<file path="src/rtl/dos_pkg.sv">
// Purpose: Shared constants for the drive output sequencer.
// Assumes: 200 MHz control clock; delays counted in 10 ms ticks.
// Notes:   Offsets are byte addresses on the AXI4-Lite register bus.
package dos_pkg;
  // ------------------------------------------------------------------
  // Timing
  // ------------------------------------------------------------------
  localparam int CLK_HZ    = 200_000_000;
  localparam int TICK_MS   = 10;
  localparam int TICK_CYC  = CLK_HZ / 1000 * TICK_MS;
  // ------------------------------------------------------------------
  // Register byte offsets
  // ------------------------------------------------------------------
  localparam logic [7:0] A_TRIG    = 8'h00;
  localparam logic [7:0] A_OUTFN   = 8'h04;
  localparam logic [7:0] A_TON     = 8'h08;
  localparam logic [7:0] A_TOFF    = 8'h0c;
  localparam logic [7:0] A_BR_CUR  = 8'h10;
  localparam logic [7:0] A_BR_RDLY = 8'h14;
  localparam logic [7:0] A_BR_FWD  = 8'h18;
  localparam logic [7:0] A_BR_REV  = 8'h1c;
  localparam logic [7:0] A_BR_EDLY = 8'h20;
  localparam logic [7:0] A_BR_EFR  = 8'h24;
  localparam logic [7:0] A_AN_SRC  = 8'h28;
  localparam logic [7:0] A_ON_LVL  = 8'h2c;
  localparam logic [7:0] A_OFF_LVL = 8'h30;
  localparam logic [7:0] A_DCB     = 8'h34;
  localparam logic [7:0] A_STATUS  = 8'h38;
  // ------------------------------------------------------------------
  // Function codes and reset values
  // ------------------------------------------------------------------
  localparam logic [7:0]  FN_TMR_IN  = 8'h26;  // 38
  localparam logic [7:0]  FN_TMR_OUT = 8'h1c;  // 28
  localparam logic [7:0]  FN_BRAKE   = 8'h23;  // 35
  localparam logic [7:0]  FN_ONOFF   = 8'h22;  // 34
  localparam logic [1:0]  SRC_VOLT   = 2'h1;
  localparam logic [1:0]  SRC_CUR    = 2'h2;
  localparam logic [15:0] RST_TON    = 16'h012c; // 3.00 s
  localparam logic [15:0] RST_TOFF   = 16'h0064; // 1.00 s
  localparam logic [11:0] RST_BR_CUR = 12'h1f4;  // 50.0 %
  localparam logic [15:0] RST_BR_DLY = 16'h0064; // 1.00 s
  localparam logic [15:0] RST_BR_RFR = 16'h0064; // 1.00 Hz
  localparam logic [15:0] RST_BR_EFR = 16'h00c8; // 2.00 Hz
  localparam logic [15:0] LVL_MAX    = 16'h2710; // 100.00 %
  localparam logic [15:0] RST_ON     = 16'h2328; // 90.00 %
  localparam logic [15:0] RST_OFF    = 16'h03e8; // 10.00 %
  localparam logic [1:0]  RESP_OK    = 2'h0;
  localparam logic [1:0]  RESP_ERR   = 2'h2;
  // ------------------------------------------------------------------
  // Brake sequence states, Gray coded along the run-stop path through DC braking
  // ------------------------------------------------------------------
  typedef enum logic [2:0] {
    BR_IDLE = 3'h0, BR_ACC = 3'h1, BR_RDLY = 3'h3, BR_RUN = 3'h2,
    BR_DEC  = 3'h6, BR_EDLY = 3'h7, BR_DCB = 3'h5, BR_BLK = 3'h4
  } dos_br_t;
endpackage

</file>
<file path="src/rtl/dos_sequencer.sv">
// Purpose: Delay timer, brake sequence and analog on/off output control.
// Assumes: Drive core supplies frequency (0.01 Hz), current (0.1 %) and
//          analog levels (0.01 %) synchronous to ref_clk_i.
// Notes:   All delays count 10 ms ticks; TICK_CYCLES shortens them.
//
// How it works
// - Input terminal with function code 38 triggers the delay timer.
// - Relay or output with function code 28 follows the timer result.
// - Timer output rises after trigger stays on for the on-delay.
// - Timer output falls once the off-delay passes after trigger goes off.
// - Active brake control inhibits start DC braking and dwell.
// - Run from stop accelerates to forward or reverse release frequency.
// - Brake released only when current reaches release threshold.
// - After release, frequency held for release delay, then accelerate.
// - Stop decelerates to engage frequency, holds, signals brake engage.
// - Engage delay holds frequency, then frequency is forced to zero.
// - With DC braking configured, brake then block inverter output.
// - Configuration selects the analog source, default the voltage input.
// - On level kept within off..100 %, off level within 0..on.
//
// Design decisions made here: the register offsets and register access over AXI4-Lite.
module dos_sequencer #(
  parameter int TICK_CYCLES = dos_pkg::TICK_CYC
) (
  input  wire logic        ref_clk_i,
  input  wire logic        rstn_i,
  input  wire logic [7:0]  s_axi_awaddr,
  input  wire logic        s_axi_awvalid,
  output logic             s_axi_awready,
  input  wire logic [31:0] s_axi_wdata,
  input  wire logic [3:0]  s_axi_wstrb,
  input  wire logic        s_axi_wvalid,
  output logic             s_axi_wready,
  output logic [1:0]       s_axi_bresp,
  output logic             s_axi_bvalid,
  input  wire logic        s_axi_bready,
  input  wire logic [7:0]  s_axi_araddr,
  input  wire logic        s_axi_arvalid,
  output logic             s_axi_arready,
  output logic [31:0]      s_axi_rdata,
  output logic [1:0]       s_axi_rresp,
  output logic             s_axi_rvalid,
  input  wire logic        s_axi_rready,
  input  wire logic [6:0]  term_i,
  input  wire logic        run_cmd_i,
  input  wire logic        dir_rev_i,
  input  wire logic [15:0] out_freq_i,
  input  wire logic [11:0] motor_cur_i,
  input  wire logic        dc_done_i,
  input  wire logic [15:0] an_volt_i,
  input  wire logic [15:0] an_cur_i,
  output logic             relay1_o,
  output logic             q1_o,
  output logic             start_inhibit_o,
  output logic [15:0]      freq_limit_o,
  output logic             freq_limit_en_o,
  output logic             freq_hold_o,
  output logic             freq_zero_o,
  output logic             dc_brake_o,
  output logic             out_block_o
);
  // ------------------------------------------------------------------
  // Helpers
  // ------------------------------------------------------------------
  function automatic logic [31:0] merge(input logic [31:0] old,
                                        input logic [31:0] wd,
                                        input logic [3:0]  be);
    for (int i = 0; i < 4; i++)
      if (be[i]) old[i*8 +: 8] = wd[i*8 +: 8];
    return old;
  endfunction

  function automatic logic drive_sel(input logic [7:0] fn,
                                     input logic tmr, input logic brk,
                                     input logic onf);
    return (fn == dos_pkg::FN_TMR_OUT) ? tmr :
           (fn == dos_pkg::FN_BRAKE)   ? brk :
           (fn == dos_pkg::FN_ONOFF)   ? onf : 1'b0;
  endfunction

  // ------------------------------------------------------------------
  // Registers
  // ------------------------------------------------------------------
  logic [2:0]  trig_idx_reg;
  logic [7:0]  in_fn_reg, relay_fn_reg, q1_fn_reg;
  logic [15:0] ton_reg, toff_reg, br_rdly_reg, br_fwd_reg, br_rev_reg;
  logic [15:0] br_edly_reg, br_efr_reg, on_lvl_reg, off_lvl_reg;
  logic [11:0] br_cur_reg;
  logic [1:0]  an_src_reg, dcb_cfg_reg;
  logic        aw_hold_reg, w_hold_reg;
  logic [7:0]  aw_addr_reg;
  logic [31:0] w_data_reg;
  logic [3:0]  w_strb_reg;
  logic        tmr_out_reg, onoff_reg, relay1_reg, q1_reg;
  logic [15:0] tmr_cnt_reg, dcnt_reg;
  logic [31:0] pre_reg;
  dos_pkg::dos_br_t st_reg, st_next;
  logic        tick, trig, brk_act, brk_rls, wr_go;
  logic [15:0] rel_fr, an_val, wr_on, wr_off;
  logic [31:0] wr_word, rd_word;
  logic [31:0] on_word, off_word, trig_word;

  // ------------------------------------------------------------------
  // AXI4-Lite write path
  // ------------------------------------------------------------------
  // Address and data are captured independently; the write commits once
  // both are held and no response is pending.
  assign s_axi_awready = !aw_hold_reg;
  assign s_axi_wready  = !w_hold_reg;
  assign wr_go = aw_hold_reg && w_hold_reg && !s_axi_bvalid;
  always_ff @(posedge ref_clk_i or negedge rstn_i)
    if (!rstn_i)
    begin
      aw_hold_reg  <= 1'b0;
      w_hold_reg   <= 1'b0;
      aw_addr_reg  <= 8'h00;
      w_data_reg   <= 32'h0;
      w_strb_reg   <= 4'h0;
      s_axi_bvalid <= 1'b0;
      s_axi_bresp  <= dos_pkg::RESP_OK;
    end
    else
    begin
      if (s_axi_awvalid && !aw_hold_reg)
      begin
        aw_hold_reg <= 1'b1;
        aw_addr_reg <= s_axi_awaddr;
      end
      if (s_axi_wvalid && !w_hold_reg)
      begin
        w_hold_reg <= 1'b1;
        w_data_reg <= s_axi_wdata;
        w_strb_reg <= s_axi_wstrb;
      end
      if (wr_go)
      begin
        aw_hold_reg  <= 1'b0;
        w_hold_reg   <= 1'b0;
        s_axi_bvalid <= 1'b1;
        s_axi_bresp  <= (aw_addr_reg > dos_pkg::A_DCB ||
                         aw_addr_reg[1:0] != 2'h0) ?
                        dos_pkg::RESP_ERR : dos_pkg::RESP_OK;
      end
      else if (s_axi_bready)
        s_axi_bvalid <= 1'b0;
    end

  // Level writes are clamped so the on level never sits below the off
  // level nor above full scale; a conflicting write is bent, not refused.
  always_comb
  begin
    on_word   = merge({16'h0, on_lvl_reg}, w_data_reg, w_strb_reg);
    off_word  = merge({16'h0, off_lvl_reg}, w_data_reg, w_strb_reg);
    trig_word = merge({16'h0, in_fn_reg, 5'h0, trig_idx_reg}, w_data_reg,
                      w_strb_reg);
    wr_on  = on_word[15:0];
    wr_off = off_word[15:0];
    if (wr_on > dos_pkg::LVL_MAX) wr_on = dos_pkg::LVL_MAX;
    if (wr_on < off_lvl_reg) wr_on = off_lvl_reg;
    if (wr_off > on_lvl_reg) wr_off = on_lvl_reg;
    wr_word = merge(32'h0, w_data_reg, w_strb_reg);
  end

  // Configuration storage.
  always_ff @(posedge ref_clk_i or negedge rstn_i)
    if (!rstn_i)
    begin
      trig_idx_reg <= 3'h0;
      in_fn_reg    <= 8'h00;
      relay_fn_reg <= 8'h00;
      q1_fn_reg    <= 8'h00;
      ton_reg      <= dos_pkg::RST_TON;
      toff_reg     <= dos_pkg::RST_TOFF;
      br_cur_reg   <= dos_pkg::RST_BR_CUR;
      br_rdly_reg  <= dos_pkg::RST_BR_DLY;
      br_fwd_reg   <= dos_pkg::RST_BR_RFR;
      br_rev_reg   <= dos_pkg::RST_BR_RFR;
      br_edly_reg  <= dos_pkg::RST_BR_DLY;
      br_efr_reg   <= dos_pkg::RST_BR_EFR;
      an_src_reg   <= dos_pkg::SRC_VOLT;
      on_lvl_reg   <= dos_pkg::RST_ON;
      off_lvl_reg  <= dos_pkg::RST_OFF;
      dcb_cfg_reg  <= 2'h0;
    end
    else if (wr_go)
      unique case (aw_addr_reg)
        dos_pkg::A_TRIG:
        begin
          trig_idx_reg <= trig_word[2:0];
          in_fn_reg    <= trig_word[15:8];
        end
        dos_pkg::A_OUTFN:
        begin
          relay_fn_reg <= w_strb_reg[0] ? w_data_reg[7:0] : relay_fn_reg;
          q1_fn_reg    <= w_strb_reg[1] ? w_data_reg[15:8] : q1_fn_reg;
        end
        dos_pkg::A_TON:     ton_reg     <= wr_word[15:0] | (ton_reg &
                              ~{{8{w_strb_reg[1]}}, {8{w_strb_reg[0]}}});
        dos_pkg::A_TOFF:    toff_reg    <= wr_word[15:0];
        dos_pkg::A_BR_CUR:  br_cur_reg  <= wr_word[11:0];
        dos_pkg::A_BR_RDLY: br_rdly_reg <= wr_word[15:0];
        dos_pkg::A_BR_FWD:  br_fwd_reg  <= wr_word[15:0];
        dos_pkg::A_BR_REV:  br_rev_reg  <= wr_word[15:0];
        dos_pkg::A_BR_EDLY: br_edly_reg <= wr_word[15:0];
        dos_pkg::A_BR_EFR:  br_efr_reg  <= wr_word[15:0];
        dos_pkg::A_AN_SRC:  an_src_reg  <= wr_word[1:0];
        dos_pkg::A_ON_LVL:  on_lvl_reg  <= wr_on;
        dos_pkg::A_OFF_LVL: off_lvl_reg <= wr_off;
        dos_pkg::A_DCB:     dcb_cfg_reg <= wr_word[1:0];
        default: ;
      endcase

  // ------------------------------------------------------------------
  // AXI4-Lite read path
  // ------------------------------------------------------------------
  always_comb
  begin
    rd_word = 32'h0;
    unique case (s_axi_araddr)
      dos_pkg::A_TRIG:    rd_word = {16'h0, in_fn_reg, 5'h0, trig_idx_reg};
      dos_pkg::A_OUTFN:   rd_word = {16'h0, q1_fn_reg, relay_fn_reg};
      dos_pkg::A_TON:     rd_word = {16'h0, ton_reg};
      dos_pkg::A_TOFF:    rd_word = {16'h0, toff_reg};
      dos_pkg::A_BR_CUR:  rd_word = {20'h0, br_cur_reg};
      dos_pkg::A_BR_RDLY: rd_word = {16'h0, br_rdly_reg};
      dos_pkg::A_BR_FWD:  rd_word = {16'h0, br_fwd_reg};
      dos_pkg::A_BR_REV:  rd_word = {16'h0, br_rev_reg};
      dos_pkg::A_BR_EDLY: rd_word = {16'h0, br_edly_reg};
      dos_pkg::A_BR_EFR:  rd_word = {16'h0, br_efr_reg};
      dos_pkg::A_AN_SRC:  rd_word = {30'h0, an_src_reg};
      dos_pkg::A_ON_LVL:  rd_word = {16'h0, on_lvl_reg};
      dos_pkg::A_OFF_LVL: rd_word = {16'h0, off_lvl_reg};
      dos_pkg::A_DCB:     rd_word = {30'h0, dcb_cfg_reg};
      dos_pkg::A_STATUS:  rd_word = {22'h0, st_reg, brk_act, q1_reg,
                                     relay1_reg, onoff_reg, brk_rls,
                                     tmr_out_reg, trig};
      default: ;
    endcase
  end

  // One read at a time; the address is taken only while no data waits.
  assign s_axi_arready = !s_axi_rvalid;
  always_ff @(posedge ref_clk_i or negedge rstn_i)
    if (!rstn_i)
    begin
      s_axi_rvalid <= 1'b0;
      s_axi_rdata  <= 32'h0;
      s_axi_rresp  <= dos_pkg::RESP_OK;
    end
    else if (s_axi_arvalid && !s_axi_rvalid)
    begin
      s_axi_rvalid <= 1'b1;
      s_axi_rdata  <= rd_word;
      s_axi_rresp  <= (s_axi_araddr > dos_pkg::A_STATUS ||
                       s_axi_araddr[1:0] != 2'h0) ?
                      dos_pkg::RESP_ERR : dos_pkg::RESP_OK;
    end
    else if (s_axi_rready)
      s_axi_rvalid <= 1'b0;

  // ------------------------------------------------------------------
  // Tick prescaler and delay timer
  // ------------------------------------------------------------------
  assign tick = (pre_reg == 32'(TICK_CYCLES - 1));
  always_ff @(posedge ref_clk_i or negedge rstn_i)
    if (!rstn_i) pre_reg <= 32'h0;
    else         pre_reg <= tick ? 32'h0 : pre_reg + 32'h1;

  assign trig = (in_fn_reg == dos_pkg::FN_TMR_IN) &&
                term_i[trig_idx_reg];

  // One counter serves both delays; it restarts whenever the trigger
  // agrees with the output, so short glitches never leak through.
  always_ff @(posedge ref_clk_i or negedge rstn_i)
    if (!rstn_i)
    begin
      tmr_out_reg <= 1'b0;
      tmr_cnt_reg <= 16'h0;
    end
    else if (trig == tmr_out_reg)
      tmr_cnt_reg <= 16'h0;
    else if (trig && tmr_cnt_reg >= ton_reg)
    begin
      tmr_out_reg <= 1'b1;
      tmr_cnt_reg <= 16'h0;
    end
    else if (!trig && tmr_cnt_reg >= toff_reg)
    begin
      tmr_out_reg <= 1'b0;
      tmr_cnt_reg <= 16'h0;
    end
    else if (tick)
      tmr_cnt_reg <= tmr_cnt_reg + 16'h1;

  // ------------------------------------------------------------------
  // Brake sequence
  // ------------------------------------------------------------------
  assign brk_act = (relay_fn_reg == dos_pkg::FN_BRAKE) ||
                   (q1_fn_reg == dos_pkg::FN_BRAKE);
  assign rel_fr  = dir_rev_i ? br_rev_reg : br_fwd_reg;

  always_comb
  begin
    st_next = st_reg;
    unique case (st_reg)
      dos_pkg::BR_IDLE: if (run_cmd_i) st_next = dos_pkg::BR_ACC;
      dos_pkg::BR_ACC:
        if (!run_cmd_i) st_next = dos_pkg::BR_IDLE;
        else if (out_freq_i >= rel_fr && motor_cur_i >= br_cur_reg)
          st_next = dos_pkg::BR_RDLY;
      dos_pkg::BR_RDLY:
        if (!run_cmd_i) st_next = dos_pkg::BR_DEC;
        else if (dcnt_reg >= br_rdly_reg)
          st_next = dos_pkg::BR_RUN;
      dos_pkg::BR_RUN: if (!run_cmd_i) st_next = dos_pkg::BR_DEC;
      dos_pkg::BR_DEC:
        if (run_cmd_i) st_next = dos_pkg::BR_RUN;
        else if (out_freq_i <= br_efr_reg)
          st_next = dos_pkg::BR_EDLY;
      dos_pkg::BR_EDLY:
        if (dcnt_reg >= br_edly_reg)
          st_next = (dcb_cfg_reg == 2'h3) ? dos_pkg::BR_DCB
                                          : dos_pkg::BR_BLK;
      dos_pkg::BR_DCB: if (dc_done_i) st_next = dos_pkg::BR_BLK;
      dos_pkg::BR_BLK: st_next = dos_pkg::BR_IDLE;
    endcase
    if (!brk_act) st_next = dos_pkg::BR_IDLE;
  end

  // The delay count restarts on every state change.
  always_ff @(posedge ref_clk_i or negedge rstn_i)
    if (!rstn_i)
    begin
      st_reg   <= dos_pkg::BR_IDLE;
      dcnt_reg <= 16'h0;
    end
    else
    begin
      st_reg   <= st_next;
      dcnt_reg <= (st_next != st_reg) ? 16'h0 :
                  (tick ? dcnt_reg + 16'h1 : dcnt_reg);
    end

  assign brk_rls = (st_reg == dos_pkg::BR_RDLY) ||
                   (st_reg == dos_pkg::BR_RUN) ||
                   (st_reg == dos_pkg::BR_DEC);
  assign start_inhibit_o = brk_act;
  // The limit word is a data output, so it leaves from a flip-flop; it
  // follows a direction change one edge late, on the same edge ACC starts when both change together.
  always_ff @(posedge ref_clk_i or negedge rstn_i)
    if (!rstn_i) freq_limit_o <= dos_pkg::RST_BR_RFR;
    else         freq_limit_o <= rel_fr;
  assign freq_limit_en_o = (st_reg == dos_pkg::BR_ACC);
  assign freq_hold_o     = (st_reg == dos_pkg::BR_RDLY) ||
                           (st_reg == dos_pkg::BR_EDLY);
  assign freq_zero_o     = (st_reg == dos_pkg::BR_DCB) ||
                           (st_reg == dos_pkg::BR_BLK);
  assign dc_brake_o      = (st_reg == dos_pkg::BR_DCB);
  assign out_block_o     = (st_reg == dos_pkg::BR_BLK);

  // ------------------------------------------------------------------
  // Analog on/off control and output terminals
  // ------------------------------------------------------------------
  assign an_val = (an_src_reg == dos_pkg::SRC_VOLT) ? an_volt_i :
                  (an_src_reg == dos_pkg::SRC_CUR)  ? an_cur_i : 16'h0;

  always_ff @(posedge ref_clk_i or negedge rstn_i)
    if (!rstn_i)
    begin
      onoff_reg  <= 1'b0;
      relay1_reg <= 1'b0;
      q1_reg     <= 1'b0;
    end
    else
    begin
      if (an_val >= on_lvl_reg)       onoff_reg <= 1'b1;
      else if (an_val <= off_lvl_reg) onoff_reg <= 1'b0;
      relay1_reg <= drive_sel(relay_fn_reg, tmr_out_reg, brk_rls,
                              onoff_reg);
      q1_reg     <= drive_sel(q1_fn_reg, tmr_out_reg, brk_rls, onoff_reg);
    end
  assign relay1_o = relay1_reg;
  assign q1_o     = q1_reg;
endmodule

</file>
<file path="config.mk">
export PLATFORM = sky130hd
export DESIGN_NAME = dos_sequencer
export DESIGN_NICKNAME = d
export VERILOG_FILES = /design/src/rtl/dos_pkg.sv /design/src/rtl/dos_sequencer.sv
export SDC_FILE = /design/constraint.sdc
export NUM_CORES = 1
export LEC_CHECK = 0
export BUFFER_PORTS_ARGS = -buffer_cell sky130_fd_sc_hd__buf_2
export CAP_MARGIN = 20
export CELL_PAD_IN_SITES_DETAIL_PLACEMENT = 0
export CELL_PAD_IN_SITES_GLOBAL_PLACEMENT = 1
export CORE_ASPECT_RATIO = 0.7
export CORE_MARGIN = 3
export CORE_UTILIZATION = 43
export CTS_BUF_LIST = sky130_fd_sc_hd__clkbuf_2
export DETAILED_ROUTE_END_ITERATION = 6
export PLACE_DENSITY_LB_ADDON = 0.3
export SLEW_MARGIN = 25
export SYNTH_ARGS = -nofsm -noshare
export SYNTH_HDL_FRONTEND = slang
export SYNTH_SLANG_ARGS = --single-unit
</file>
<file path="constraint.sdc">
create_clock -name ref_clk_i -period 3.8 [get_ports ref_clk_i]
set_clock_uncertainty 0.05 [all_clocks]
set_input_delay 0.76 -clock ref_clk_i [delete_from_list [all_inputs] [get_ports ref_clk_i]]
set_output_delay 0.76 -clock ref_clk_i [all_outputs]
set_load 0.02 [all_outputs]
</file>
# After elaboration in Yosys (flattened, before gate mapping)
# Cells that the tools add are included.
# totals
ff_bits	340
in_bits	129
out_inout_bits	65
word_cells	210
# op_classes
add_sub_neg	3
order_cmp	15
n_eq_ne	47
n_mux	55
n_bitwise	4
reduce_logical	51
# ops
operator	n
16-bit case mux with 15 select lines	1
16-bit two-way mux	12
8-bit by 6-bit equality test with 1-bit output (second input constant)	18
16-bit greater-or-equal comparator	6
8-bit by 5-bit equality test with 1-bit output (second input constant)	10
8-bit two-way mux	6
3-bit two-way mux	11
16-bit by 1-bit adder with 16-bit output (second input constant)	2
32-bit by 1-bit adder with 32-bit output (second input constant)	1
32-bit by 21-bit equality test with 1-bit output (second input constant)	1
8-bit by 4-bit equality test with 1-bit output (second input constant)	4
16-bit <= comparator	2
32-bit two-way mux	1
2-bit AND reduction	13
3-bit case mux with 8 select lines	1
1-bit two-way mux	20
2-bit nonzero test	9
16-bit AND	1
8-bit by 3-bit equality test with 1-bit output (second input constant)	2
16-bit by 14-bit greater-than comparator with 1-bit output (second input constant)	1
16-bit greater-than comparator	1
8-bit by 6-bit greater-than comparator with 1-bit output (second input constant)	2
8-bit logical NOT	2
16-bit < comparator	1
20 further kinds	47

# Depth between registers and ports, before layout
# depth
ltp_word	9
depth_mapped	18
mapped_depth_nobuf	15

# Worst setup path before layout
# Ideal clock, no wire load.
# synth_path
kind	register to register
startpoint	register w_strb_reg[1]
endpoint	register on_lvl_reg[10]
arrival_ns	3.516
t_required_ns	3.618
setup_slack_ns	0.102
stages_incl_launch_ff	18
n_path_buf	2
synth_period_minus_slack_ns	3.698
cell_sequence	dfrtp_1 -> buf_6 -> nand2b_4 -> or4_4 -> a21oi_4 -> a211oi_2 -> a21o_1 -> buf_2 -> and2_1 -> ha_1 -> a21o_1 -> a21o_1 -> a221oi_1 -> o21ai_0 -> o21ai_4 -> nor2_1 -> a221oi_1 -> o21ai_1
# synth_via
elab_chain_cells	5
# synth_lines
item	line	rtl
start, declared	dos_sequencer.sv:93	logic [3:0] w_strb_reg;
start signal, assigned	dos_sequencer.sv:133	w_strb_reg <= s_axi_wstrb;
8-bit two-way mux (*)	dos_sequencer.sv:69	if (be[i]) old[i*8 +: 8] = wd[i*8 +: 8];
16-bit by 14-bit greater-than comparator with 1-bit output	dos_sequencer.sv:158	if (wr_on > dos_pkg::LVL_MAX) wr_on = dos_pkg::LVL_MAX;
16-bit two-way mux (*)	dos_sequencer.sv:158	
16-bit < comparator	dos_sequencer.sv:159	if (wr_on < off_lvl_reg) wr_on = off_lvl_reg;
16-bit two-way mux (*)	dos_sequencer.sv:159	
end signal, assigned	dos_sequencer.sv:181	on_lvl_reg <= dos_pkg::RST_ON;
end signal, assigned	dos_sequencer.sv:207	dos_pkg::A_ON_LVL: on_lvl_reg <= wr_on;
end, declared	dos_sequencer.sv:87	logic [15:0] br_edly_reg, br_efr_reg, on_lvl_reg, off_lvl_reg;
# Mark *: on every way between the ends. The rest lies on a longest branch, timed or not.
# A chain may end at the register's enable or synchronous reset.

# Worst setup path after layout
# layout_path
startpoint	register on_lvl_reg[13]
endpoint	register on_lvl_reg[12]
# layout_via
elab_chain_cells	5
# layout_lines
item	line
8-bit two-way mux (*)	dos_sequencer.sv:69
16-bit by 14-bit greater-than comparator with 1-bit output	dos_sequencer.sv:158
16-bit two-way mux (*)	dos_sequencer.sv:158
16-bit < comparator	dos_sequencer.sv:159
16-bit two-way mux (*)	dos_sequencer.sv:159
# Marked as above.

==> flow_results.xml <==
<?xml version="1.0" encoding="UTF-8"?>
<metrics>
  <group name="routing">
    <metric name="routed_wl" unit="um">70500</metric>
    <metric name="iteration_0_drc_count_of_the_detailed_router" unit="">2140</metric>
    <metric name="drt-pass1-iter-count" unit="">7</metric>
    <metric name="ant_nets" unit="">0</metric>
    <metric name="wl_per_cell" unit="um">23.9</metric>
    <metric name="post-route-drc-count" unit="">0</metric>
    <metric name="route.vias.total" unit="">17352</metric>
    <metric name="avgViaCountPerCell" unit="">5.87</metric>
  </group>
  <group name="global_route">
    <metric name="grt_first_pass_wirelength" unit="um">106000</metric>
    <metric name="initial_antenna_violation_count" unit="">5</metric>
    <metric name="grt_overflow" unit="">0</metric>
    <metric name="grt_max_degree" unit="">80</metric>
    <metric name="global_route.usage.total" unit="%">29.9</metric>
    <metric name="vias_in_the_first_global_route" unit="">16688</metric>
  </group>
  <group name="power_and_ir_drop">
    <metric name="clock_power_share" unit="%">23.0</metric>
    <metric name="intPower" unit="mW">6.73</metric>
    <metric name="power.ir.vdd_worst" unit="mV">0.488</metric>
    <metric name="switching_share" unit="%">41.2</metric>
    <metric name="share_comb_of_total_power" unit="%">37.1</metric>
    <metric name="pwr_density_cell" unit="nW/um^2">509</metric>
    <metric name="pwr-share-seq" unit="%">40.0</metric>
    <metric name="netSwitchingPower" unit="mW">4.73</metric>
    <metric name="p_leak" unit="nW">10.6</metric>
  </group>
  <group name="layout">
    <metric name="finalNetCount" unit="">2609</metric>
    <metric name="largest_register_ffs" unit="">32</metric>
    <metric name="layout.cells.most_common_list" unit="">sky130_fd_sc_hd__dfrtp_1, sky130_fd_sc_hd__nand2_1, sky130_fd_sc_hd__o21ai_0</metric>
    <metric name="post_route_cells_drive_above_1_share" unit="%">24.0</metric>
    <metric name="layout_commonest_cell" unit="">sky130_fd_sc_hd__dfrtp_1</metric>
    <metric name="area_delta_synth_final" unit="%">17.9</metric>
    <metric name="finalNonFillerCells" unit="">2955</metric>
    <metric name="post-route-util" unit="%">52.3</metric>
    <metric name="nFillCells" unit="">4004</metric>
  </group>
  <group name="critical_path">
    <metric name="timing.critical_path.to_type" unit="">flip-flop</metric>
    <metric name="critPathLaunchType" unit="">flip-flop</metric>
    <metric name="crit_arrival" unit="ps">4500</metric>
    <metric name="critPathRequiredTime" unit="ps">4600</metric>
    <metric name="path_max_fanout" unit="">8</metric>
    <metric name="setup.worst_path.class" unit="">flip-flop to flip-flop</metric>
  </group>
  <group name="die">
    <metric name="die_h" unit="um">182</metric>
    <metric name="placementRows" unit="">63</metric>
    <metric name="design.die.area" unit="um^2">47000</metric>
    <metric name="chipWidth" unit="um">258</metric>
    <metric name="core_region_area" unit="um^2">43100</metric>
    <metric name="initial_standard_cell_utilization_of_the_core" unit="%">44.3</metric>
    <metric name="pin_count" unit="">194</metric>
  </group>
  <group name="sta">
    <metric name="setup-tns-final" unit="ps">0</metric>
    <metric name="slew_headroom" unit="%">33.4</metric>
    <metric name="max_slew.worst_pin.slew" unit="ps">974</metric>
    <metric name="maxSlewViolCount" unit="">0</metric>
    <metric name="setup-violations-final" unit="">0</metric>
    <metric name="final_min_period_over_clock_period" unit="%">97.4</metric>
    <metric name="layout_min_cycle_time" unit="ps">3700</metric>
    <metric name="fmaxAchievable" unit="MHz">270</metric>
    <metric name="timing_hold_violations_final" unit="">0</metric>
  </group>
  <group name="cts">
    <metric name="cts_max_level" unit="">3</metric>
    <metric name="clk-insertion-delay-late" unit="ps">1010</metric>
    <metric name="cts.clk_slew.worst_paths" unit="ps">110</metric>
    <metric name="cts.path.max_buffers" unit="">3</metric>
    <metric name="cts.root.buffer_cell" unit="">sky130_fd_sc_hd__clkbuf_2</metric>
    <metric name="cts-buffers-inserted" unit="">83</metric>
    <metric name="cts_num_sinks" unit="">322</metric>
    <metric name="tritoncts" unit="">done</metric>
  </group>
  <group name="yosys">
    <metric name="synth-main-ff-cell" unit="">sky130_fd_sc_hd__dfrtp_1</metric>
    <metric name="yosysWarnings" unit="">0</metric>
    <metric name="synth.distinct_cells" unit="">79</metric>
    <metric name="syn_avg_cell_area" unit="um^2">9.64</metric>
    <metric name="async_flop_share" unit="%">100</metric>
    <metric name="synth.cell_area" unit="um^2">19100</metric>
    <metric name="yosys_register_bits" unit="">322</metric>
    <metric name="post_synth_inst_count" unit="">1983</metric>
    <metric name="synth_enable_flop_cells" unit="">0</metric>
    <metric name="ys_seq_area_share" unit="%">42.5</metric>
  </group>
  <group name="place">
    <metric name="placed_cells" unit="">2773</metric>
    <metric name="place.detailed.hpwl" unit="um">54800</metric>
    <metric name="gpl.final_weighted_congestion" unit="">1.07</metric>
    <metric name="buffers_on_ports" unit="">157</metric>
  </group>
  <group name="outcome">
    <metric name="run_status" unit="">finished clean</metric>
  </group>
  <group name="flow_run">
    <metric name="max_cap_violations" unit="">0</metric>
  </group>
  <group name="hold_path">
    <metric name="timing.hold.worst.class" unit="">primary input to flip-flop</metric>
  </group>
</metrics>
[worst paths after layout]
kind	startpoint	end	slack, ps	depth (start not counted)
min in group asynchronous	rstn_i	freq_limit_o[14]$_DFF_PN0_	300	2
hold / removal	dir_rev_i	freq_limit_o[3]$_DFF_PN0_	210	3
setup reg to reg	on_lvl_reg[13]$_DFFE_PN1P_	on_lvl_reg[12]$_DFFE_PN0P_	100	16
hold reg to reg	pre_reg[31]$_DFF_PN0_	pre_reg[31]$_DFF_PN0_	430	1
setup / recovery	on_lvl_reg[13]$_DFFE_PN1P_	on_lvl_reg[12]$_DFFE_PN0P_	100	16
max in group asynchronous	rstn_i	off_lvl_reg[9]$_DFFE_PN1P_	2310	3
[cell type report]
cell class                 count  area [um^2]  area share (%)
inverter                     160          601            2.67
clock buffer                 123          616            2.73
timing repair buffer         309         2100            9.30
tap                          585          732            3.25
antenna                        3         7.51          0.0333
sequential                   322         8110            36.0
multi-input combinational   1430        10200            45.1
clock inverter                23          198           0.877
[routing by layer]
layer	global-route usage, %	vias to the layer above	share of wire, %
li1	-	7822	-
met1	43.8	8581	46
met2	42.1	828	41
met3	10.3	117	11
met4	7.57	4	2.3
met5	0	-	0.087
[per-stage QoR]
step	power, mW	instance area [um^2]	hold WS (ps)	worst slack (ps)
final	11.5	22500	211	99.1
after global routing	12.1	22500	145	-20.0
after CTS	11.3	22400	107	4.71
after detailed placement	8.65	21300	410	-6.32
after global placement	8.53	21300	405	8.90
after floorplan	6.60	19200	393	102
[critical path, stage by stage, from the launching register on]
cell,delay [ps]
sky130_fd_sc_hd__dfstp_2,570
sky130_fd_sc_hd__nand2b_4,50
sky130_fd_sc_hd__or4_4,430
sky130_fd_sc_hd__a21oi_4,170
sky130_fd_sc_hd__a211oi_2,110
sky130_fd_sc_hd__a21o_4,250
sky130_fd_sc_hd__buf_12,140
sky130_fd_sc_hd__and2_1,160
sky130_fd_sc_hd__ha_1,180
sky130_fd_sc_hd__a21o_1,170
sky130_fd_sc_hd__a21o_1,180
sky130_fd_sc_hd__a21oi_1,190
sky130_fd_sc_hd__o21a_2,240
sky130_fd_sc_hd__and2_4,180
sky130_fd_sc_hd__buf_4,150
sky130_fd_sc_hd__a211oi_1,60
sky130_fd_sc_hd__a211oi_1,250
[Yosys cell counts, drive strengths merged, types with 4 or more instances]
master	instances	share of area (%)
or3	7	0.26
clkbuf	61	1.2
dfrtp	279	37
nor2b	12	0.39
nor4	8	0.26
and4	9	0.41
ha	174	11
o22ai	10	0.33
nand4	38	1.2
xor2	32	1.5
nor2	104	2.0
a2111oi	6	0.34
xnor2	27	1.2
a222oi	8	0.42
a22o	40	1.8
and3	18	0.59
a211oi	20	0.81
nand2b	15	0.53
dfstp	43	5.9
or2	6	0.20
inv	160	3.1
buf	29	1.1
o21ai	214	5.7
a31oi	18	0.59
o2111ai	7	0.32
nand3	46	1.2
a22oi	23	0.90
mux2i	36	1.9
nand2	219	4.3
o21a	14	0.55
a21oi	47	1.4
nand3b	4	0.16
nor4b	4	0.18
a21o	42	1.7
a221oi	36	1.7
nor3	33	0.89
mux2	70	4.1
and2	16	0.52
o211ai	12	0.47
[cell families (layout without fill, tap and decap cells)]
family                     Yosys count  in the layout  synth area share [%]
and+or+nand+nor                    549            549                  13.8
other                                1             23                0.0196
xor gates and xnor gates            59             59                  2.70
AOI/OAI and AO/OA                  521            521                  18.1
buffers and inverters              250            615                  5.41
DFF                                322            322                  42.5
muxes                              107            107                  6.13
adders and majority gates          174            174                  11.4
[power groups by stage]
| stage | logic (mW) | registers, mW | clock network [mW] |
|---|---|---|---|
| finish | 4.25 | 4.58 | 2.63 |
| global route | 4.60 | 4.62 | 2.88 |
| detailed placement | 4.05 | 4.60 | 0 |
| CTS | 4.11 | 4.53 | 2.69 |
| global placement | 3.96 | 4.58 | 0 |
| floorplan | 2.21 | 4.39 | 0 |
[timing repair]
item / 4_1_cts / 5_1_grt
pin swaps: 0 / 13
setup buffers: 0 / 1
endpoints found under the hold margin: 92 / 0
resized for setup: 5 / 23
hold buffers: 32 / 0
gates cloned: 0 / 0
endpoints found under the setup margin: 9 / 17
No activity file was read; power rests on OpenSTA's default activity.
